### src/lbp_breath_regs.vh
`ifndef LBP_BREATH_REGS_VH
`define LBP_BREATH_REGS_VH

// Register byte addresses
`define LBP_ADDR_WB_RED      8'h90
`define LBP_ADDR_WB_GREEN    8'h91
`define LBP_ADDR_WB_BLUE     8'h92
`define LBP_ADDR_PAT_CFG     8'hA0
`define LBP_ADDR_PAT_RUN     8'hA1
`define LBP_ADDR_TIMER_RO    8'hA2
`define LBP_ADDR_TIMER_FO    8'hA3
`define LBP_ADDR_LOOP_HI     8'hA4
`define LBP_ADDR_LOOP_LO     8'hA5
`define LBP_ADDR_MAX_LEVEL   8'hA6
`define LBP_ADDR_MIN_LEVEL   8'hA7
`define LBP_ADDR_GCOL_RED    8'hA8
`define LBP_ADDR_GCOL_GREEN  8'hA9

// Reset values
`define LBP_RST_WB           8'hFF
`define LBP_RST_ZERO         8'h00
`define LBP_RST_NIBBLE       4'h0
`define LBP_RST_LOOP_HI      8'h00

// pattern_config fields
`define LBP_CFG_ENABLE_BIT   0
`define LBP_CFG_MODE_BIT     1
`define LBP_CFG_RAMP_BIT     2
`define LBP_CFG_SWITCH_BIT   3
`define LBP_CFG_WIDTH        4

// pattern_run_status fields
`define LBP_RUN_GO_BIT       0
`define LBP_RUN_STATE_BIT    1
`define LBP_RUN_END_BIT      2

// Timer and loop control field positions
`define LBP_HI_NIB           7:4
`define LBP_LO_NIB           3:0
`define LBP_LOOP_END_FLD     7:6
`define LBP_LOOP_START_FLD   5:4
`define LBP_LOOP_START_RISE  2'h0
`define LBP_LOOP_START_ON    2'h1
`define LBP_LOOP_START_FALL  2'h2
`define LBP_LOOP_END_OFF     2'h0

// Time base: one tick per millisecond
`define LBP_CLK_NS           40
`define LBP_TICK_NS          1000000

// Phase durations in ms per 4-bit code
`define LBP_T_HOLD_C0        14'd40
`define LBP_T_C0             14'd0
`define LBP_T_C1             14'd130
`define LBP_T_C2             14'd260
`define LBP_T_C3             14'd380
`define LBP_T_C4             14'd510
`define LBP_T_C5             14'd770
`define LBP_T_C6             14'd1040
`define LBP_T_C7             14'd1600
`define LBP_T_C8             14'd2100
`define LBP_T_C9             14'd2600
`define LBP_T_C10            14'd3100
`define LBP_T_C11            14'd4200
`define LBP_T_C12            14'd5200
`define LBP_T_C13            14'd6200
`define LBP_T_C14            14'd7300
`define LBP_T_C15            14'd8300

`endif

### src/lbp_phase_timer.v
`include "lbp_breath_regs.vh"

module lbp_phase_timer (
    mclk,
    rst_b,
    restart,
    msTick,
    durCode,
    holdPhase,
    durMs,
    phaseDone
);
    input wire mclk;
    input wire rst_b;
    input wire restart;
    input wire msTick;
    input wire [3:0] durCode;
    input wire holdPhase;
    output reg [13:0] durMs;
    output wire phaseDone;

    reg [13:0] elapsed_r;

    ////////////////////////////////////////////////////////////////////////
    // Code to milliseconds; hold phases never run shorter than 40 ms
    always @* begin
        case (durCode)
            4'h0: durMs = holdPhase ? `LBP_T_HOLD_C0 : `LBP_T_C0;
            4'h1: durMs = `LBP_T_C1;
            4'h2: durMs = `LBP_T_C2;
            4'h3: durMs = `LBP_T_C3;
            4'h4: durMs = `LBP_T_C4;
            4'h5: durMs = `LBP_T_C5;
            4'h6: durMs = `LBP_T_C6;
            4'h7: durMs = `LBP_T_C7;
            4'h8: durMs = `LBP_T_C8;
            4'h9: durMs = `LBP_T_C9;
            4'hA: durMs = `LBP_T_C10;
            4'hB: durMs = `LBP_T_C11;
            4'hC: durMs = `LBP_T_C12;
            4'hD: durMs = `LBP_T_C13;
            4'hE: durMs = `LBP_T_C14;
            default: durMs = `LBP_T_C15;
        endcase
    end

    ////////////////////////////////////////////////////////////////////////
    // Elapsed millisecond count, restarted at each phase entry
    always @(posedge mclk) begin
        if (!rst_b || restart) begin
            elapsed_r <= 14'h0000;
        end else if (msTick && !phaseDone) begin
            elapsed_r <= elapsed_r + 14'h0001;
        end
    end

    // A zero-length phase is done right away
    assign phaseDone = (elapsed_r >= durMs);

endmodule // lbp_phase_timer

### src/lbp_breath_ctrl.v
// Overview of operation
// - Manual mode: switch bit turns LEDs on/off
// - Ramp enable bit gates brightness ramping
// - Mode bit: 0 manual, 1 auto breathing
// - Controller enable bit gates auto breathing
// - Writing run bit 1 while it holds 0 starts sequence
// - Status bit shows sequence running
// - Loop end flag set, cleared on read
// - Timer 0: rise and hold-on durations
// - Timer 1: fall and hold-off durations
// - End-point field chooses final OFF/ON state
// - Loop start field picks first phase
// - Twelve-bit repeat count across two registers
// - Zero repeat count loops forever
// - Maximum brightness register, resets to zero
// - Minimum brightness register, resets to zero
// - White-balance scale registers reset to 0xFF
// - Group colour red/green registers reset zero
// - Enabled triplets follow breathing when enabled
// - Shared colour disable selects colour source
`include "lbp_breath_regs.vh"

module lbp_breath_ctrl #(
    parameter TICK_CYCLES = `LBP_TICK_NS / `LBP_CLK_NS
) (
    mclk,
    rst_b,
    regAddr,
    regWrData,
    regWrEn,
    regRdEn,
    regRdData,
    groupTripletEnable,
    sharedColourDisable,
    breathLevel,
    patternRunning,
    groupBreathEn,
    useGroupColour,
    groupColourRed,
    groupColourGreen,
    wbRed,
    wbGreen,
    wbBlue
);
    input wire mclk;
    input wire rst_b;
    input wire [7:0] regAddr;
    input wire [7:0] regWrData;
    input wire regWrEn;
    input wire regRdEn;
    output reg [7:0] regRdData;
    input wire [11:0] groupTripletEnable;
    input wire sharedColourDisable;
    output reg [7:0] breathLevel;
    output wire patternRunning;
    output wire [11:0] groupBreathEn;
    output wire useGroupColour;
    output wire [7:0] groupColourRed;
    output wire [7:0] groupColourGreen;
    output wire [7:0] wbRed;
    output wire [7:0] wbGreen;
    output wire [7:0] wbBlue;

    // One-hot sequencer states
    localparam [4:0] ST_IDLE = 5'h01;
    localparam [4:0] ST_RISE = 5'h02;
    localparam [4:0] ST_ON = 5'h04;
    localparam [4:0] ST_FALL = 5'h08;
    localparam [4:0] ST_OFF = 5'h10;

    localparam [31:0] TICK_LAST = TICK_CYCLES - 1;

    reg [7:0] wbRed_r, wbGreen_r, wbBlue_r;
    reg [`LBP_CFG_WIDTH-1:0] cfg_r;
    reg runBit_r;
    reg endFlag_r;
    reg [7:0] timerRiseOn_r, timerFallOff_r, loopHi_r, loopLo_r;
    reg [7:0] maxLevel_r, minLevel_r, gcolRed_r, gcolGreen_r;
    reg [4:0] state_r, state_nxt;
    reg [11:0] loopCnt_r;
    reg [13:0] acc_r;
    reg [31:0] tickCnt_r;
    reg [3:0] durCode;
    reg [4:0] startState;
    reg [4:0] lastState;
    reg [7:0] endLevel;

    wire wrHit;
    wire autoAllowed;
    wire startReq;
    wire msTick;
    wire phaseDone;
    wire [13:0] durMs;
    wire [11:0] repeatCount;
    wire [7:0] span;
    wire [13:0] accSum;
    wire loopWrap;
    wire finishNow;

    assign wrHit = regWrEn;
    assign autoAllowed = cfg_r[`LBP_CFG_MODE_BIT] && cfg_r[`LBP_CFG_ENABLE_BIT];

    ////////////////////////////////////////////////////////////////////////
    // Register writes
    always @(posedge mclk) begin
        if (!rst_b) begin
            wbRed_r <= `LBP_RST_WB;
            wbGreen_r <= `LBP_RST_WB;
            wbBlue_r <= `LBP_RST_WB;
            cfg_r <= `LBP_RST_NIBBLE;
            runBit_r <= 1'b0;
            timerRiseOn_r <= `LBP_RST_ZERO;
            timerFallOff_r <= `LBP_RST_ZERO;
            loopHi_r <= `LBP_RST_LOOP_HI;
            loopLo_r <= `LBP_RST_ZERO;
            maxLevel_r <= `LBP_RST_ZERO;
            minLevel_r <= `LBP_RST_ZERO;
            gcolRed_r <= `LBP_RST_ZERO;
            gcolGreen_r <= `LBP_RST_ZERO;
        end else if (wrHit) begin
            case (regAddr)
                `LBP_ADDR_WB_RED: wbRed_r <= regWrData;
                `LBP_ADDR_WB_GREEN: wbGreen_r <= regWrData;
                `LBP_ADDR_WB_BLUE: wbBlue_r <= regWrData;
                `LBP_ADDR_PAT_CFG: cfg_r <= regWrData[`LBP_CFG_WIDTH-1:0];
                `LBP_ADDR_PAT_RUN: runBit_r <= regWrData[`LBP_RUN_GO_BIT];
                `LBP_ADDR_TIMER_RO: timerRiseOn_r <= regWrData;
                `LBP_ADDR_TIMER_FO: timerFallOff_r <= regWrData;
                `LBP_ADDR_LOOP_HI: loopHi_r <= regWrData;
                `LBP_ADDR_LOOP_LO: loopLo_r <= regWrData;
                `LBP_ADDR_MAX_LEVEL: maxLevel_r <= regWrData;
                `LBP_ADDR_MIN_LEVEL: minLevel_r <= regWrData;
                `LBP_ADDR_GCOL_RED: gcolRed_r <= regWrData;
                `LBP_ADDR_GCOL_GREEN: gcolGreen_r <= regWrData;
                default: ;
            endcase
        end
    end

    assign startReq = wrHit && (regAddr == `LBP_ADDR_PAT_RUN)
                      && regWrData[`LBP_RUN_GO_BIT] && !runBit_r && autoAllowed;

    ////////////////////////////////////////////////////////////////////////
    // Register reads; data registered, unmapped addresses read zero
    always @(posedge mclk) begin
        if (!rst_b) begin
            regRdData <= `LBP_RST_ZERO;
        end else if (regRdEn) begin
            case (regAddr)
                `LBP_ADDR_WB_RED: regRdData <= wbRed_r;
                `LBP_ADDR_WB_GREEN: regRdData <= wbGreen_r;
                `LBP_ADDR_WB_BLUE: regRdData <= wbBlue_r;
                `LBP_ADDR_PAT_CFG: regRdData <= {4'h0, cfg_r};
                `LBP_ADDR_PAT_RUN: regRdData <= {5'h00, endFlag_r, patternRunning, runBit_r};
                `LBP_ADDR_TIMER_RO: regRdData <= timerRiseOn_r;
                `LBP_ADDR_TIMER_FO: regRdData <= timerFallOff_r;
                `LBP_ADDR_LOOP_HI: regRdData <= loopHi_r;
                `LBP_ADDR_LOOP_LO: regRdData <= loopLo_r;
                `LBP_ADDR_MAX_LEVEL: regRdData <= maxLevel_r;
                `LBP_ADDR_MIN_LEVEL: regRdData <= minLevel_r;
                `LBP_ADDR_GCOL_RED: regRdData <= gcolRed_r;
                `LBP_ADDR_GCOL_GREEN: regRdData <= gcolGreen_r;
                default: regRdData <= `LBP_RST_ZERO;
            endcase
        end
    end

    ////////////////////////////////////////////////////////////////////////
    // Millisecond enable pulse from the master clock
    always @(posedge mclk) begin
        if (!rst_b || state_r == ST_IDLE) begin
            tickCnt_r <= 32'h00000000;
        end else if (tickCnt_r == TICK_LAST) begin
            tickCnt_r <= 32'h00000000;
        end else begin
            tickCnt_r <= tickCnt_r + 32'h00000001;
        end
    end
    assign msTick = (tickCnt_r == TICK_LAST);

    ////////////////////////////////////////////////////////////////////////
    // Duration code of the current phase
    always @* begin
        case (state_r)
            ST_RISE: durCode = timerRiseOn_r[`LBP_HI_NIB];
            ST_ON: durCode = timerRiseOn_r[`LBP_LO_NIB];
            ST_FALL: durCode = timerFallOff_r[`LBP_HI_NIB];
            ST_OFF: durCode = timerFallOff_r[`LBP_LO_NIB];
            default: durCode = 4'h0;
        endcase
    end

    lbp_phase_timer u_timer (
        .mclk(mclk),
        .rst_b(rst_b),
        .restart(state_nxt != state_r),
        .msTick(msTick),
        .durCode(durCode),
        .holdPhase(state_r == ST_ON || state_r == ST_OFF),
        .durMs(durMs),
        .phaseDone(phaseDone)
    );

    ////////////////////////////////////////////////////////////////////////
    // Loop start phase and the phase that closes each loop
    always @* begin
        case (loopHi_r[`LBP_LOOP_START_FLD])
            `LBP_LOOP_START_RISE: begin
                startState = ST_RISE;
                lastState = ST_OFF;
            end
            `LBP_LOOP_START_ON: begin
                startState = ST_ON;
                lastState = ST_RISE;
            end
            `LBP_LOOP_START_FALL: begin
                startState = ST_FALL;
                lastState = ST_ON;
            end
            default: begin
                startState = ST_OFF;
                lastState = ST_FALL;
            end
        endcase
    end

    assign repeatCount = {loopHi_r[`LBP_LO_NIB], loopLo_r};
    assign loopWrap = (state_r == lastState) && phaseDone;
    assign finishNow = loopWrap && (repeatCount != 12'h000)
                       && (loopCnt_r + 12'h001 == repeatCount);

    always @* begin
        if (loopHi_r[`LBP_LOOP_END_FLD] == `LBP_LOOP_END_OFF) begin
            endLevel = minLevel_r;
        end else begin
            endLevel = maxLevel_r;
        end
    end

    ////////////////////////////////////////////////////////////////////////
    // Phase sequencer; dropping mode or enable stops it at once
    always @* begin
        state_nxt = state_r;
        case (state_r)
            ST_IDLE: begin
                if (startReq) begin
                    state_nxt = startState;
                end
            end
            ST_RISE, ST_ON, ST_FALL, ST_OFF: begin
                if (!autoAllowed || finishNow) begin
                    state_nxt = ST_IDLE;
                end else if (phaseDone) begin
                    state_nxt = (state_r == ST_OFF) ? ST_RISE : {state_r[3:0], 1'b0};
                end
            end
            default: state_nxt = ST_IDLE;
        endcase
    end

    always @(posedge mclk) begin
        if (!rst_b) begin
            state_r <= ST_IDLE;
            loopCnt_r <= 12'h000;
        end else begin
            state_r <= state_nxt;
            if (state_r == ST_IDLE) begin
                loopCnt_r <= 12'h000;
            end else if (loopWrap) begin
                loopCnt_r <= loopCnt_r + 12'h001;
            end
        end
    end

    assign patternRunning = (state_r != ST_IDLE);

    ////////////////////////////////////////////////////////////////////////
    // Loop end flag: a set in the same cycle as the read wins
    always @(posedge mclk) begin
        if (!rst_b) begin
            endFlag_r <= 1'b0;
        end else if (finishNow) begin
            endFlag_r <= 1'b1;
        end else if (regRdEn && regAddr == `LBP_ADDR_PAT_RUN) begin
            endFlag_r <= 1'b0;
        end
    end

    ////////////////////////////////////////////////////////////////////////
    // Brightness; the ramp steps one level at most per ms, though the span (up to 255)
    // can exceed the shortest nonzero ramp duration (130 ms); no divider is used
    assign span = (maxLevel_r > minLevel_r) ? (maxLevel_r - minLevel_r) : 8'h00;
    assign accSum = acc_r + {6'h00, span};

    always @(posedge mclk) begin
        if (!rst_b) begin
            breathLevel <= `LBP_RST_ZERO;
            acc_r <= 14'h0000;
        end else if (state_r == ST_IDLE) begin
            acc_r <= 14'h0000;
            if (!cfg_r[`LBP_CFG_MODE_BIT]) begin
                breathLevel <= cfg_r[`LBP_CFG_SWITCH_BIT] ? maxLevel_r : `LBP_RST_ZERO;
            end else if (startReq) begin
                // ramps start from the far level
                if (startState == ST_RISE && cfg_r[`LBP_CFG_RAMP_BIT]) begin
                    breathLevel <= minLevel_r;
                end else if (startState == ST_FALL && cfg_r[`LBP_CFG_RAMP_BIT]) begin
                    breathLevel <= maxLevel_r;
                end else if (startState == ST_OFF || startState == ST_FALL) begin
                    breathLevel <= minLevel_r;
                end else begin
                    breathLevel <= maxLevel_r;
                end
            end
        end else if (finishNow) begin
            breathLevel <= endLevel;
        end else if (state_nxt != state_r) begin
            acc_r <= 14'h0000;
            // entry levels with and without ramping
            case (state_nxt)
                ST_RISE: breathLevel <= cfg_r[`LBP_CFG_RAMP_BIT] ? minLevel_r : maxLevel_r;
                ST_ON: breathLevel <= maxLevel_r;
                ST_FALL: breathLevel <= cfg_r[`LBP_CFG_RAMP_BIT] ? maxLevel_r : minLevel_r;
                default: breathLevel <= minLevel_r;
            endcase
        end else if (msTick && cfg_r[`LBP_CFG_RAMP_BIT] && !phaseDone) begin
            if (accSum >= durMs) begin
                acc_r <= accSum - durMs;
                if (state_r == ST_RISE) begin
                    breathLevel <= breathLevel + 8'h01;
                end else if (state_r == ST_FALL) begin
                    breathLevel <= breathLevel - 8'h01;
                end
            end else begin
                acc_r <= accSum;
            end
        end
    end

    ////////////////////////////////////////////////////////////////////////
    // Triplets under breathing control while the controller is enabled
    genvar gi;
    generate
        for (gi = 0; gi < 12; gi = gi + 1) begin : g_triplet
            assign groupBreathEn[gi] = groupTripletEnable[gi] && cfg_r[`LBP_CFG_ENABLE_BIT];
        end
    endgenerate

    assign useGroupColour = !sharedColourDisable;
    assign groupColourRed = gcolRed_r;
    assign groupColourGreen = gcolGreen_r;
    assign wbRed = wbRed_r;
    assign wbGreen = wbGreen_r;
    assign wbBlue = wbBlue_r;

endmodule // lbp_breath_ctrl

### config.mk
export PLATFORM = sky130hd
export DESIGN_NAME = lbp_breath_ctrl
export DESIGN_NICKNAME = d
export VERILOG_FILES = /design/src/lbp_phase_timer.v /design/src/lbp_breath_ctrl.v
export VERILOG_INCLUDE_DIRS = /design/src
export SDC_FILE = /design/constraint.sdc
export NUM_CORES = 1
export LEC_CHECK = 0
export CAP_MARGIN = 20
export CORE_MARGIN = 2
export CORE_UTILIZATION = 35
export DETAILED_ROUTE_END_ITERATION = 7
export DONT_BUFFER_PORTS = 1
export SLEW_MARGIN = 10
export SYNTH_ARGS = -nofsm -noshare
export SYNTH_HDL_FRONTEND = slang
export SYNTH_SLANG_ARGS = --single-unit
### constraint.sdc
create_clock -name mclk -period 10.7 [get_ports mclk]
set_clock_uncertainty 0.1 [all_clocks]
set_input_delay 1.07 -clock mclk [delete_from_list [all_inputs] [get_ports mclk]]
set_output_delay 1.07 -clock mclk [all_outputs]
set_load 0.01 [all_outputs]
==> results.json <==
{
  "status": "finished clean",
  "cts_resized": 0,
  "max_cap_viol_count": 0,
  "clk_latency_ps": 450,
  "first_pass_iters": 5,
  "die_h_um": 186.1,
  "tns_ps": 0,
  "path_common_cell": "a21oi_1",
  "tritoncts": "built",
  "p_sw_uw": 355.1,
  "syn_to_final_growth_pct": 8.139,
  "cts_buffer_depth": 2,
  "synth_cell_types": 80,
  "hpwl_um": 24240,
  "max_freq_mhz": 143.0,
  "cpMaxStageDelayCell": "o41ai_1",
  "yosysTopAreaCell": "dfxtp_1",
  "ys.flop_type": "dfxtp_1",
  "ioPinCount": 103,
  "place_congestion": 0.8777,
  "async_reset_ff_share_pct": 0,
  "total_power_mw": 1.404,
  "coreArea_mm2": 0.03262,
  "rows": 66,
  "hold_viol_final": 0,
  "gr-total-overflow": 0,
  "synth_edf_count": 0,
  "required_ps": 10980,
  "grt_setup_unrepaired": "no",
  "clkPwrFrac_pct": 48.5,
  "post-route-period-util_pct": 65.38,
  "setup_viol": 0,
  "drt-total-wl_um": 33930,
  "port_buffers": 0,
  "synth-seq-cells": 187,
  "min_path_type": "flip-flop to flip-flop",
  "yosysSeqAreaShare_pct": 32.26,
  "drtIter0Drc": 960,
  "ant_nets": 0,
  "vias": 10700,
  "grt_max_degree": 80,
  "cts_buffers": 17,
  "nFillCells": 3383,
  "multi_input_area_mm2": 0.007382,
  "antenna_found_initial": 0,
  "critPathCaptureType": "flip-flop",
  "root_buffer": "clkbuf_16",
  "cts_sinks": 187,
  "grt_pass1_wl_um": 53740,
  "synth_fp_nets": 1587,
  "intPower_mw": 1.049,
  "htreeDepth": 4,
  "die-area_mm2": 0.03463,
  "layout-drive-gt1-share_pct": 4.853,
  "fin_crit_ps": 6995,
  "grt_pass1_vias": 9856,
  "critPathMaxStageDelay_ps": 460,
  "via_per_inst": 5.615,
  "critPathKind": "flip-flop to flip-flop",
  "initial_utilization_pct": 35.58,
  "grt_usage_pct": 19.61,
  "design_area_mm2": 0.01255,
  "regArea_mm2": 0.003744,
  "drv_slew": 0,
  "chipWidth_um": 186.1,
  "relSlewSlack_pct": 39.73,
  "n_antenna_cell": 0,
  "p_leak_nw": 4.759,
  "synthTopCellsByArea": "dfxtp_1 (32%), nand2_1 (7.4%), ha_1 (5.5%)",
  "hold_buffers": 0,
  "setup.worst_path.start_class": "flip-flop",
  "synth_area_per_cell_um2": 7.743,
  "power.density_mw_per_mm2": 111.8,
  "seq_power_share_pct": 49.9,
  "swShare_pct": 25.30,
  "syn_inst": 1499,
  "p_comb_share_pct": 1.6,
  "synth_top_area_share_pct": 32.26,
  "crit_fanout": 16,
  "drcViolationCount": 0,
  "nets": 1538,
  "yosysWarningCount": 0,
  "place_area_mm2": 0.01191,
  "clkSlewWorstSetupHoldPaths_ps": 90,
  "worst_pin_slew_ps": 904.0,
  "wl_per_cell_um": 17.81,
  "ir_drop_mv": 0.09197,
  "arrival_ps": 7280,
  "post_cts_buffers": 0,
  "synthesis.area_mm2": 0.01161
}
==> cells by family after synthesis <==
group,after synthesis,synth area share [%]
compound gates,318,17.74
xor+xnor,99,7.471
fa+ha+maj,56,6.274
buf+inv,120,4.301
flops,187,32.26
mux,62,5.595
simple gates,657,26.36
==> final timing paths <==
path / from / to / slack (ps) / cells after the start
worst max register to register: minLevel_r[0] / breathLevel[7] / 3700 / 28
worst max-delay path: minLevel_r[0] / breathLevel[7] / 3700 / 28
worst min-delay path: tickCnt_r[0] / tickCnt_r[0] / 370 / 1
worst min register to register: tickCnt_r[0] / tickCnt_r[0] / 370 / 1
==> state kept, by name (all words and copies together) (netlist names) <==
signal,cells
tickCnt_r,32
acc_r,14
u_timer.elapsed_r,14
loopCnt_r,12
breathLevel,8
groupColourGreen,8
groupColourRed,8
loopHi_r,8
loopLo_r,8
maxLevel_r,8
minLevel_r,8
regRdData,8
timerFallOff_r,8
timerRiseOn_r,8
wbBlue,8
wbGreen,8
wbRed,8
state_r,5
cfg_r,4
endFlag_r,1
runBit_r,1
==> cell type report <==
type	instances	area share, %
sequential	187	29.83
timing repair buffer	10	0.5981
inverter	42	1.276
clock buffer	17	3.389
clock inverter	15	1.685
tap	442	4.406
multi-input combinational	1192	58.82
==> cell usage after synthesis, types with 13 or more instances <==
cell and instances:
nand3_1 105, a22oi_1 13, ha_1 51, and2_1 17, xor2_1 39, nor2_1 162, xnor2_1 60, a21o_1 20
a221oi_1 14, and3_1 16, nand4_1 26, nand2_1 228, mux2i_1 57, inv_1 40, nor2b_1 13, clkbuf_1 63
a21oi_1 119, nor4_1 16, a31oi_1 14, dfxtp_1 187, o21ai_0 53, nor3_1 23
==> per-stage QoR <==
step | setup WS (ps) | util, % | hold WS [ps] | instances
2_1_floorplan | 4743 | - | 325.8 | 1499
3_3_place_gp | 3972 | 36.52 | 340.2 | 1873
3_5_place_dp | 3860 | 36.52 | 352.3 | 1873
4_1_cts | 3811 | 38.48 | 369.3 | 1905
5_1_grt | 3197 | 38.48 | 396.9 | 1905
6_report | 3705 | 38.48 | 366.7 | 1905
==> metal layers <==
metal | track usage [%] | share of wire, % | vias to the layer above
li1 | - | - | 5218
met1 | 26.81 | 45 | 5085
met2 | 30.71 | 45 | 351
met3 | 4.539 | 7.4 | 43
met4 | 5.827 | 2.1 | 0
met5 | 0 | 0 | -
==> power by group through the flow <==
stage          registers (mW)  clock network [mW]  logic [mW]
4_1_cts                 0.700               0.694      0.0222
2_1_floorplan           0.715                   0      0.0288
6_report                0.700               0.681      0.0224
5_1_grt                 0.700               0.720      0.0243
3_5_place_dp            0.716                   0      0.0221
3_3_place_gp            0.716                   0      0.0220
==> worst max-delay path: cells and delay by family, from the launching register on <==
| family | cells | cell delay (ps) |
|---|---|---|
| flops | 1 | 450 |
| compound gates | 16 | 3580 |
| xor+xnor | 1 | 210 |
| simple gates | 5 | 940 |
| fa+ha+maj | 5 | 1570 |
| buf+inv | 1 | 60 |
==> cell usage in the layout (no fill, tap or decap), types with 7 or more instances in the layout <==
master     count
a21o_1        20
a21oi_1      119
a221oi_1      14
a22o_1         7
a22oi_1       13
a31oi_1       14
and2_1        17
and3_1        16
and4_1         7
buf_4         10
clkbuf_16     17
dfxtp_1      187
ha_1          51
inv_1         40
mux2i_1       57
nand2_1      228
nand2b_1       9
nand3_1      105
nand4_1       26
nor2_1       162
nor2b_1       13
nor3_1        22
nor4_1        16
o21ai_0       53
or3_1          9
xnor2_1       60
xor2_1        39
Power figures use the tool's default switching activity.
